[config.mk]
export PLATFORM = sky130hd
export DESIGN_NAME = ors_output_ramp_sequencer
export DESIGN_NICKNAME = d
export VERILOG_FILES = /design/src/hw/ors_output_ramp_sequencer.v
export VERILOG_INCLUDE_DIRS = /design/src /design/src/hw
export SDC_FILE = /design/constraint.sdc
export NUM_CORES = 2
export LEC_CHECK = 0
export CORE_MARGIN = 5
export CORE_UTILIZATION = 25
export CTS_CLUSTER_DIAMETER = 150
export DETAILED_ROUTE_END_ITERATION = 8
export DONT_BUFFER_PORTS = 1
export PLACE_DENSITY = 0.47
export SLEW_MARGIN = 40
export SYNTH_ARGS = -nofsm -noshare
export SYNTH_HDL_FRONTEND = slang
export SYNTH_SLANG_ARGS = --single-unit
[constraint.sdc]
create_clock -name clk_in -period 149.8 [get_ports clk_in]
set_input_delay 29.96 -clock clk_in [delete_from_list [all_inputs] [get_ports clk_in]]
set_output_delay 29.96 -clock clk_in [all_outputs]
set_load 0.01 [all_outputs]
[src/hw/ors_consts.vh]
// Shared constants for the output ramp sequencer
`ifndef ORS_CONSTS_VH
`define ORS_CONSTS_VH

// Register word indices on the plain register port
`define ORS_REG_CTRL        4'h0
`define ORS_REG_TON_DLY     4'h1
`define ORS_REG_RISE        4'h2
`define ORS_REG_TOFF_DLY    4'h3
`define ORS_REG_FALL        4'h4
`define ORS_REG_SETPOINT    4'h5
`define ORS_REG_TON_MAX     4'h6
`define ORS_REG_PWM_MODE    4'h7
`define ORS_REG_STATUS      4'h8
`define ORS_REG_TARGET      4'h9
`define ORS_REG_DAC_TRIM    4'ha

// Control register fields
`define ORS_CTRL_ON_BIT     0
`define ORS_CTRL_RESP_BIT   1
`define ORS_CTRL_FLTRSP_BIT 2

// Pwm mode configuration fields
`define ORS_PWM_CCM_BIT     0
`define ORS_PWM_RANGE_BIT   1
`define ORS_PWM_SERVO_BIT   6

// Reset values
`define ORS_CTRL_RST        8'h00
`define ORS_PWM_RST         8'h00

// Timing: delays and ramps counted in 0.1 ms timebase ticks, power-good filter and servo in clocks
`define ORS_STEP_US         100
`define ORS_RISE_MIN_TICKS  16'h0003
`define ORS_RAMP_MAX_TICKS  16'h32c8
`define ORS_PGOOD_US        60
`define ORS_SERVO_MS        90
`define ORS_CLK_MHZ         100

`endif

[src/hw/ors_output_ramp_sequencer.v]
// Output ramp sequencer: run line, delays, soft start/stop, digital servo
//
// Contract
// - Hold run line low until initialized and input above turn-on threshold.
// - Shared run line: hold low until all devices ready (wired-and).
// - After run release, wait turn-on delay before starting ramp.
// - Time all delays from the common shared timebase clock.
// - Soft start steps target from zero up to set point over rise time.
// - Rise time below 0.250 ms skips the soft-start ramp.
// - Rise ramp has rise time over 0.1 ms steps.
// - Discontinuous mode throughout the rise ramp.
// - Power-good indication filtered internally for 60 us.
// - Servo enabled only when pwm mode config bit 6 set.
// - Servo steps DAC one LSB every 90 ms until reading correct.
// - Servo starts after turn-on limit, or rise done and above UV if zero.
// - At servo start, leave discontinuous mode for pwm mode bit 0 mode.
// - Nonzero limit, ignore response: rise done, limit reached, UV or OC clear.
// - Nonzero limit, active response: rise done, limit expired, no UV and no OC.
// - Clamp rise and fall times to 1.3 seconds.
// - Run low or commanded off performs fall ramp of fall/0.1 ms steps.
// - Fault shutdown or external fault with response three-states output now.
// - At end of fall interval stop sinking current.
// - In discontinuous mode at turn-off, draw no negative current.
// - Input below turn-off threshold pulls timebase low until above turn-on.
`timescale 1ns/10ps
`include "ors_consts.vh"

module ors_output_ramp_sequencer
#(
    parameter PGOOD_FILT_CYC = `ORS_PGOOD_US * `ORS_CLK_MHZ,
    parameter SERVO_CYC      = `ORS_SERVO_MS * 1000 * `ORS_CLK_MHZ
)
(
    input  wire        clk_in,
    input  wire        rstn_in,
    input  wire [3:0]  addr_in,
    input  wire [15:0] wdata_in,
    input  wire        wr_in,
    input  wire        rd_in,
    output reg  [15:0] rdata_out,
    input  wire        init_done_in,
    input  wire        vin_above_on_in,
    input  wire        vin_below_off_in,
    input  wire        run_line_in,
    output reg         run_line_oe_out,
    output reg         run_line_out,
    input  wire        timebase_in,
    output reg         timebase_oe_out,
    output reg         timebase_out,
    input  wire        fault_line_in,
    input  wire        fault_shutdown_in,
    input  wire        uv_exceeded_in,
    input  wire        uv_fault_in,
    input  wire        oc_active_in,
    input  wire        adc_low_in,
    input  wire        adc_high_in,
    input  wire        vout_good_in,
    output reg         power_good_out,
    output reg  [15:0] target_out,
    output reg  [15:0] dac_trim_out,
    output reg         ccm_out,
    output reg         three_state_out,
    output reg         sink_en_out
);

localparam ST_HOLD   = 3'h0;
localparam ST_TONDLY = 3'h1;
localparam ST_RISE   = 3'h2;
localparam ST_ON     = 3'h3;
localparam ST_TOFDLY = 3'h4;
localparam ST_FALL   = 3'h5;
localparam ST_OFF    = 3'h6;

// Pin synchronisers, first stage feeds only the second
reg  [6:0] s1_q;
reg  [6:0] s2_q;
always @(posedge clk_in)
begin
    if (!rstn_in)
    begin
        s1_q <= 7'h00;
        s2_q <= 7'h00;
    end
    else
    begin
        s1_q <= {vin_below_off_in, vin_above_on_in, run_line_in, timebase_in,
                 fault_line_in, init_done_in, vout_good_in};
        s2_q <= s1_q;
    end
end
wire input_turn_off_threshold_s  = s2_q[6];
wire input_turn_on_threshold_s   = s2_q[5];
wire run_s      = s2_q[4];
wire tb_s       = s2_q[3];
wire fault_s    = s2_q[2];
wire init_s     = s2_q[1];
wire vgood_s    = s2_q[0];

reg  [7:0]  ctrl_q;
reg  [15:0] ton_dly_q;
reg  [15:0] rise_q;
reg  [15:0] toff_dly_q;
reg  [15:0] fall_q;
reg  [15:0] setpoint_q;
reg  [15:0] ton_max_q;
reg  [7:0]  pwm_q;
reg  [2:0]  st_q;
reg         tb_prev_q;
reg         vin_lock_q;
reg  [15:0] tick_q;
reg  [15:0] steps_q;
reg  [15:0] onmax_q;
reg         servo_on_q;
reg  [31:0] servo_cnt_q;
reg  [15:0] pg_cnt_q;

wire [15:0] rise_eff = (rise_q > `ORS_RAMP_MAX_TICKS) ? `ORS_RAMP_MAX_TICKS : rise_q;
wire [15:0] fall_eff = (fall_q > `ORS_RAMP_MAX_TICKS) ? `ORS_RAMP_MAX_TICKS : fall_q;

// one tick per rising timebase edge
wire tick = tb_s & ~tb_prev_q;

wire want_on  = ctrl_q[`ORS_CTRL_ON_BIT] & run_s;
wire hard_off = fault_shutdown_in | (~fault_s & ctrl_q[`ORS_CTRL_FLTRSP_BIT]);
wire ready    = init_s & input_turn_on_threshold_s & ~vin_lock_q;

wire lim_zero  = (ton_max_q == 16'h0000);
wire lim_done  = (onmax_q >= ton_max_q);
wire servo_go  = (st_q == ST_ON) &&
                 (lim_zero ? uv_exceeded_in :
                  ctrl_q[`ORS_CTRL_RESP_BIT] ? (lim_done & ~uv_fault_in & ~oc_active_in) :
                  (lim_done & (uv_exceeded_in | ~oc_active_in)));

// Register port
always @(posedge clk_in)
begin
    if (!rstn_in)
    begin
        ctrl_q     <= `ORS_CTRL_RST;
        ton_dly_q  <= 16'h0000;
        rise_q     <= 16'h0000;
        toff_dly_q <= 16'h0000;
        fall_q     <= 16'h0000;
        setpoint_q <= 16'h0000;
        ton_max_q  <= 16'h0000;
        pwm_q      <= `ORS_PWM_RST;
        rdata_out  <= 16'h0000;
    end
    else
    begin
        if (wr_in)
        begin
            case (addr_in)
                `ORS_REG_CTRL:     ctrl_q     <= wdata_in[7:0];
                `ORS_REG_TON_DLY:  ton_dly_q  <= wdata_in;
                `ORS_REG_RISE:     rise_q     <= wdata_in;
                `ORS_REG_TOFF_DLY: toff_dly_q <= wdata_in;
                `ORS_REG_FALL:     fall_q     <= wdata_in;
                `ORS_REG_SETPOINT: setpoint_q <= wdata_in;
                `ORS_REG_TON_MAX:  ton_max_q  <= wdata_in;
                `ORS_REG_PWM_MODE: pwm_q      <= wdata_in[7:0];
                default:           ;
            endcase
        end
        if (rd_in)
        begin
            case (addr_in)
                `ORS_REG_CTRL:     rdata_out <= {8'h00, ctrl_q};
                `ORS_REG_TON_DLY:  rdata_out <= ton_dly_q;
                `ORS_REG_RISE:     rdata_out <= rise_q;
                `ORS_REG_TOFF_DLY: rdata_out <= toff_dly_q;
                `ORS_REG_FALL:     rdata_out <= fall_q;
                `ORS_REG_SETPOINT: rdata_out <= setpoint_q;
                `ORS_REG_TON_MAX:  rdata_out <= ton_max_q;
                `ORS_REG_PWM_MODE: rdata_out <= {8'h00, pwm_q};
                `ORS_REG_STATUS:   rdata_out <= {8'h00, servo_on_q, power_good_out,
                                                 vin_lock_q, run_s, 1'b0, st_q};
                `ORS_REG_TARGET:   rdata_out <= target_out;
                `ORS_REG_DAC_TRIM: rdata_out <= dac_trim_out;
                default:           rdata_out <= 16'h0000;
            endcase
        end
        else
        begin
            rdata_out <= 16'h0000;
        end
    end
end

// Sequencer
always @(posedge clk_in)
begin
    if (!rstn_in)
    begin
        st_q            <= ST_HOLD;
        tb_prev_q       <= 1'b0;
        vin_lock_q      <= 1'b1;
        tick_q          <= 16'h0000;
        steps_q         <= 16'h0000;
        onmax_q         <= 16'h0000;
        target_out      <= 16'h0000;
        run_line_oe_out <= 1'b1;
        run_line_out    <= 1'b0;
        timebase_oe_out <= 1'b1;
        timebase_out    <= 1'b0;
        ccm_out         <= 1'b0;
        three_state_out <= 1'b1;
        sink_en_out     <= 1'b0;
    end
    else
    begin
        tb_prev_q    <= tb_s;
        run_line_out <= 1'b0;
        timebase_out <= 1'b0;
        // lock out below turn-off until above turn-on again
        if (input_turn_off_threshold_s)
            vin_lock_q <= 1'b1;
        else if (input_turn_on_threshold_s)
            vin_lock_q <= 1'b0;
        timebase_oe_out <= input_turn_off_threshold_s | vin_lock_q;
        // release open-drain run line only when ready
        run_line_oe_out <= ~ready;
        // programmed mode once servo point reached
        // Held through turn-off so a continuous-mode fall can still sink
        if (st_q == ST_ON)
            ccm_out <= servo_on_q & pwm_q[`ORS_PWM_CCM_BIT];
        else if (st_q != ST_TOFDLY && st_q != ST_FALL)
            ccm_out <= 1'b0;
        if (tick && st_q == ST_ON && !lim_done)
            onmax_q <= onmax_q + 16'h0001;
        if (hard_off || !ready)
        begin
            st_q            <= ST_HOLD;
            target_out      <= 16'h0000;
            three_state_out <= 1'b1;
            sink_en_out     <= 1'b0;
            tick_q          <= 16'h0000;
        end
        else
        begin
            case (st_q)
                ST_HOLD, ST_OFF:
                begin
                    three_state_out <= 1'b1;
                    sink_en_out     <= 1'b0;
                    target_out      <= 16'h0000;
                    tick_q          <= 16'h0000;
                    onmax_q         <= 16'h0000;
                    if (want_on)
                        st_q <= ST_TONDLY;
                end
                ST_TONDLY:
                begin
                    if (!want_on)
                        st_q <= ST_OFF;
                    else if (tick_q >= ton_dly_q)
                    begin
                        tick_q          <= 16'h0000;
                        steps_q         <= 16'h0000;
                        three_state_out <= 1'b0;
                        // skip soft start for short rise
                        if (rise_eff < `ORS_RISE_MIN_TICKS)
                        begin
                            target_out <= setpoint_q;
                            st_q       <= ST_ON;
                        end
                        else
                            st_q <= ST_RISE;
                    end
                    else if (tick)
                        tick_q <= tick_q + 16'h0001;
                end
                ST_RISE:
                begin
                    // one step per tick, DCM via ccm_out low
                    if (!want_on)
                        st_q <= ST_TOFDLY;
                    else if (steps_q >= rise_eff)
                    begin
                        target_out <= setpoint_q;
                        st_q       <= ST_ON;
                    end
                    else if (tick)
                    begin
                        steps_q    <= steps_q + 16'h0001;
                        target_out <= ramp_val(setpoint_q, steps_q + 16'h0001, rise_eff);
                    end
                end
                ST_ON:
                begin
                    target_out <= setpoint_q;
                    tick_q     <= 16'h0000;
                    if (!want_on)
                        st_q <= ST_TOFDLY;
                end
                ST_TOFDLY:
                begin
                    if (tick_q >= toff_dly_q)
                    begin
                        tick_q      <= 16'h0000;
                        steps_q     <= 16'h0000;
                        sink_en_out <= ccm_out;
                        st_q        <= ST_FALL;
                    end
                    else if (tick)
                        tick_q <= tick_q + 16'h0001;
                end
                ST_FALL:
                begin
                    if (steps_q >= fall_eff)
                    begin
                        // stop sinking at end of fall
                        target_out      <= 16'h0000;
                        sink_en_out     <= 1'b0;
                        three_state_out <= 1'b1;
                        st_q            <= ST_OFF;
                    end
                    else if (tick)
                    begin
                        steps_q    <= steps_q + 16'h0001;
                        target_out <= setpoint_q -
                                      ramp_val(setpoint_q, steps_q + 16'h0001, fall_eff);
                    end
                end
                default:
                    st_q <= ST_HOLD;
            endcase
        end
    end
end

// Linear ramp point: sp * n / total
function [15:0] ramp_val;
    input [15:0] sp;
    input [15:0] n;
    input [15:0] total;
    reg   [31:0] prod;
    reg   [31:0] quo;
    begin
        prod = sp * n;
        quo = prod / {16'h0000, total};
        ramp_val = (total == 16'h0000) ? sp : quo[15:0];
    end
endfunction

// Servo: set-over-clear not needed, servo flag owned by hardware only
always @(posedge clk_in)
begin
    if (!rstn_in)
    begin
        servo_on_q   <= 1'b0;
        servo_cnt_q  <= 32'h00000000;
        dac_trim_out <= 16'h0000;
    end
    else
    begin
        if (st_q != ST_ON)
            servo_on_q <= 1'b0;
        else if (servo_go)
            servo_on_q <= 1'b1;
        // step one LSB each servo period
        if (!servo_on_q || !pwm_q[`ORS_PWM_SERVO_BIT])
            servo_cnt_q <= 32'h00000000;
        else if (servo_cnt_q >= SERVO_CYC - 1)
        begin
            servo_cnt_q <= 32'h00000000;
            if (adc_low_in)
                dac_trim_out <= dac_trim_out + 16'h0001;
            else if (adc_high_in)
                dac_trim_out <= dac_trim_out - 16'h0001;
        end
        else
            servo_cnt_q <= servo_cnt_q + 32'h00000001;
    end
end

// power good must hold steady for the filter time
always @(posedge clk_in)
begin
    if (!rstn_in)
    begin
        pg_cnt_q       <= 16'h0000;
        power_good_out <= 1'b0;
    end
    else if (vgood_s == power_good_out)
        pg_cnt_q <= 16'h0000;
    else if (pg_cnt_q >= PGOOD_FILT_CYC - 1)
    begin
        pg_cnt_q       <= 16'h0000;
        power_good_out <= vgood_s;
    end
    else
        pg_cnt_q <= pg_cnt_q + 16'h0001;
end

endmodule // ors_output_ramp_sequencer

==> metrics.txt <==
share of layout cells above drive strength 1=7.54%; storage element area=5650 um^2; die height=529 um; Worst setup SP type=flop; GRT Total Usage=17.0%; CTS tree=done; reg-to-reg critical path startpoint=steps_q[3]; Worst setup EP type=flop; port buffer count=0; Die X=529 um; count of endpoints failing setup in the final report=0; worst reg-to-reg setup slack=33.78 ns; worst setup margin=33.78 ns; Slew Viols, Final=0; Post-Synth Adder-Cell Area=24.5%; Worst EP required=150.27 ns; commonest cells after routing, fill and taps aside=1015 x nand2_1, 1006 x ha_1, 748 x nor2_1; total gr overflow=0; post-synthesis cell type count=127; initial core utilization=25.1%; Worst EP arrival=116.49 ns; Detail Placement HPWL=202000 um; Clock Path Buffers=3; Hold Path End=s2_q[2]; post-synth top area cell=ha_1; FF-to-FF End=target_out[15]; Metal-1 WL=119000 um; area delta synth->final=9.11%; Seq/Total Area, Yosys=8.37%; worst path bufs/invs=24; post-synthesis simple-gate area fraction=25.3%; max-cap viol count=0; RSZ-0062 raised after global routing=false; Root Buffer=clkbuf_16; status=finished, final reports clean; largest cells by area after synthesis=ha_1 19%, dfxtp_1 8.4%, fa_1 5.8%, nand2_1 5.7%, o21a_1 4.7%; placed insts=12600; vias in the first global route=64900; vias per cell=5.39; WS Path Type=reg -> reg; top routing layer in use=met4; TritonCTS Sinks=282; worst hold margin=0.430 ns; Clock transition at path regs=0.07 ns; Tmin final=116.02 ns; Met2 Wirelength=111000 um; Yosys reg bits=282; setup TNS=0 ns; latest clock arrival within the worst-skew pair=0.60 ns; mux contribution to synthesized area=4.48%; number of DRC markers in iteration 0=5232; fillcell total=29100; final non-filler cell total=12600; Synth Flop Type=dfxtp_1; met3 wire length=13900 um; worst min-delay path startpoint=s1_q[2]; Setup Slack @ Placement=34.56 ns; post-synthesis compound-gate area fraction=27.2%; fmax=8.62 MHz; most frequent CP cell=o21a_1; Setup Skew=0.0329 ns; drt drc=0; syn_area_per_cell=7.41 um^2; total wire length=250000 um; asr flop ratio synth=0%; WL/cell=19.8 um; first-pass GRT wire length=382000 um; yosys warns=0; Mapped Cells=9099; Worst path max stage delay=0.72 ns; io pins=93; # hold bufs at CTS=0; post-CTS setup buffer count=0; cell area after synthesis=67500 um^2; global placer's final weighted congestion=0.931; largest net degree at the start of global routing=171; drt pass-1 iters=6; worst hold stages=1; Worst path slowest cell=a21o_1; initial antenna violation count=4; Core ar.=268000 um^2; commonest non-fill, non-tap cell in the layout=nand2_1; multi-input combinational cell area=59700 um^2; min-delay worst type=reg -> reg; number of flops mapped to enable cells by yosys=0; largest family of logic cells by synthesized area=compound AO/OA/AOI/OAI gates; crit-path max FO=42; Worst R2R Path Depth=493; Final Hold Viols=0; CP top delay family=compound AO/OA/AOI/OAI gates; Slew HR=41.8%; Post-Synth XOR/XNOR Area=5.83%; H-Tree Depth=1; slew at the pin with the worst max-slew slack=0.851 ns; Routed Antenna Nets=0; via count=68100; number of CTS-inserted buffers=29; Final period util=77.5%; area share of the largest cell type after synthesis=18.7%; # rows=190; CTS resizes=0; die footprint=280000 um^2; Nets=10300
flip-flops by register name (all words and copies together) (netlist names), 3 cells and up:
signal / cells
ton_dly_q: 16
fall_q: 16
ton_max_q: 16
st_q: 3
ctrl_q: 8
tick_q: 16
onmax_q: 16
pwm_q: 8
pg_cnt_q: 16
s1_q: 7
steps_q: 16
s2_q: 7
rise_q: 16
target_out: 16
servo_cnt_q: 32
rdata_out: 16
dac_trim_out: 16
toff_dly_q: 16
setpoint_q: 16
metal layers:
layer | vias up | global-route usage, %
li1 | 33300 | -
met1 | 32900 | 23.5
met2 | 1767 | 28.0
met3 | 267 | 1.96
met4 | 0 | 3.93
met5 | - | 0
synthesized netlist by cell type (all sizes together) (60+ instances only):
cell	number
nor2b	183
dfxtp	282
a21oi	551
a22oi	60
and3	86
nand3	167
o31ai	237
a21boi	154
or2	104
o21a	420
nand2b	112
ha	1006
nor2	757
a31oi	76
o211ai	72
xnor2	278
nor4	60
mux2i	84
or3	104
mux2	193
nand4	78
xor2	171
a21o	208
o21ai	385
clkbuf	253
buf	63
and2	193
nor3	479
inv	425
nand2	1018
fa	196
how the worst max path moves through the flow:
stage                     startpoint              to  cells past startpoint
after global placement    steps_q[2]  target_out[15]                    484
after global routing      steps_q[2]  target_out[12]                    492
final                     steps_q[3]  target_out[15]                    493
after floorplan           steps_q[3]  target_out[14]                    506
after CTS                 steps_q[2]  target_out[12]                    489
after detailed placement  steps_q[3]  target_out[12]                    489
per-stage QoR:
step / cell area [um^2] / utilization, %
2_1_floorplan: 67800 / -
3_5_place_dp: 72600 / 27.1
6_report: 73600 / 27.4
5_1_grt: 73600 / 27.4
3_3_place_gp: 72400 / 27.0
4_1_cts: 73600 / 27.4
final cells by class:
cell class	instances	area share [%]
antenna	2	0.00680
clock buffer	39	1.08
clock inverter	15	0.226
inverter	426	2.17
multi-input combinational	8160	81.1
sequential	282	7.67
tap	3552	6.04
timing repair buffer	163	1.69
kinds of logic (layout without fill, tap and decap cells):
group / count (synthesis) / count (layout)
and+or+nand+nor: 3485 / 3485
buffers and inverters: 742 / 643
muxes: 277 / 277
DFF: 282 / 282
xor gates and xnor gates: 449 / 449
adders and majority gates: 1206 / 1206
AOI/OAI and AO/OA: 2656 / 2656
other: 2 / 89
Power is left out: the tool's default activity adds up to more than one toggle a clock period on the data nets, which glitch-free logic cannot reach.
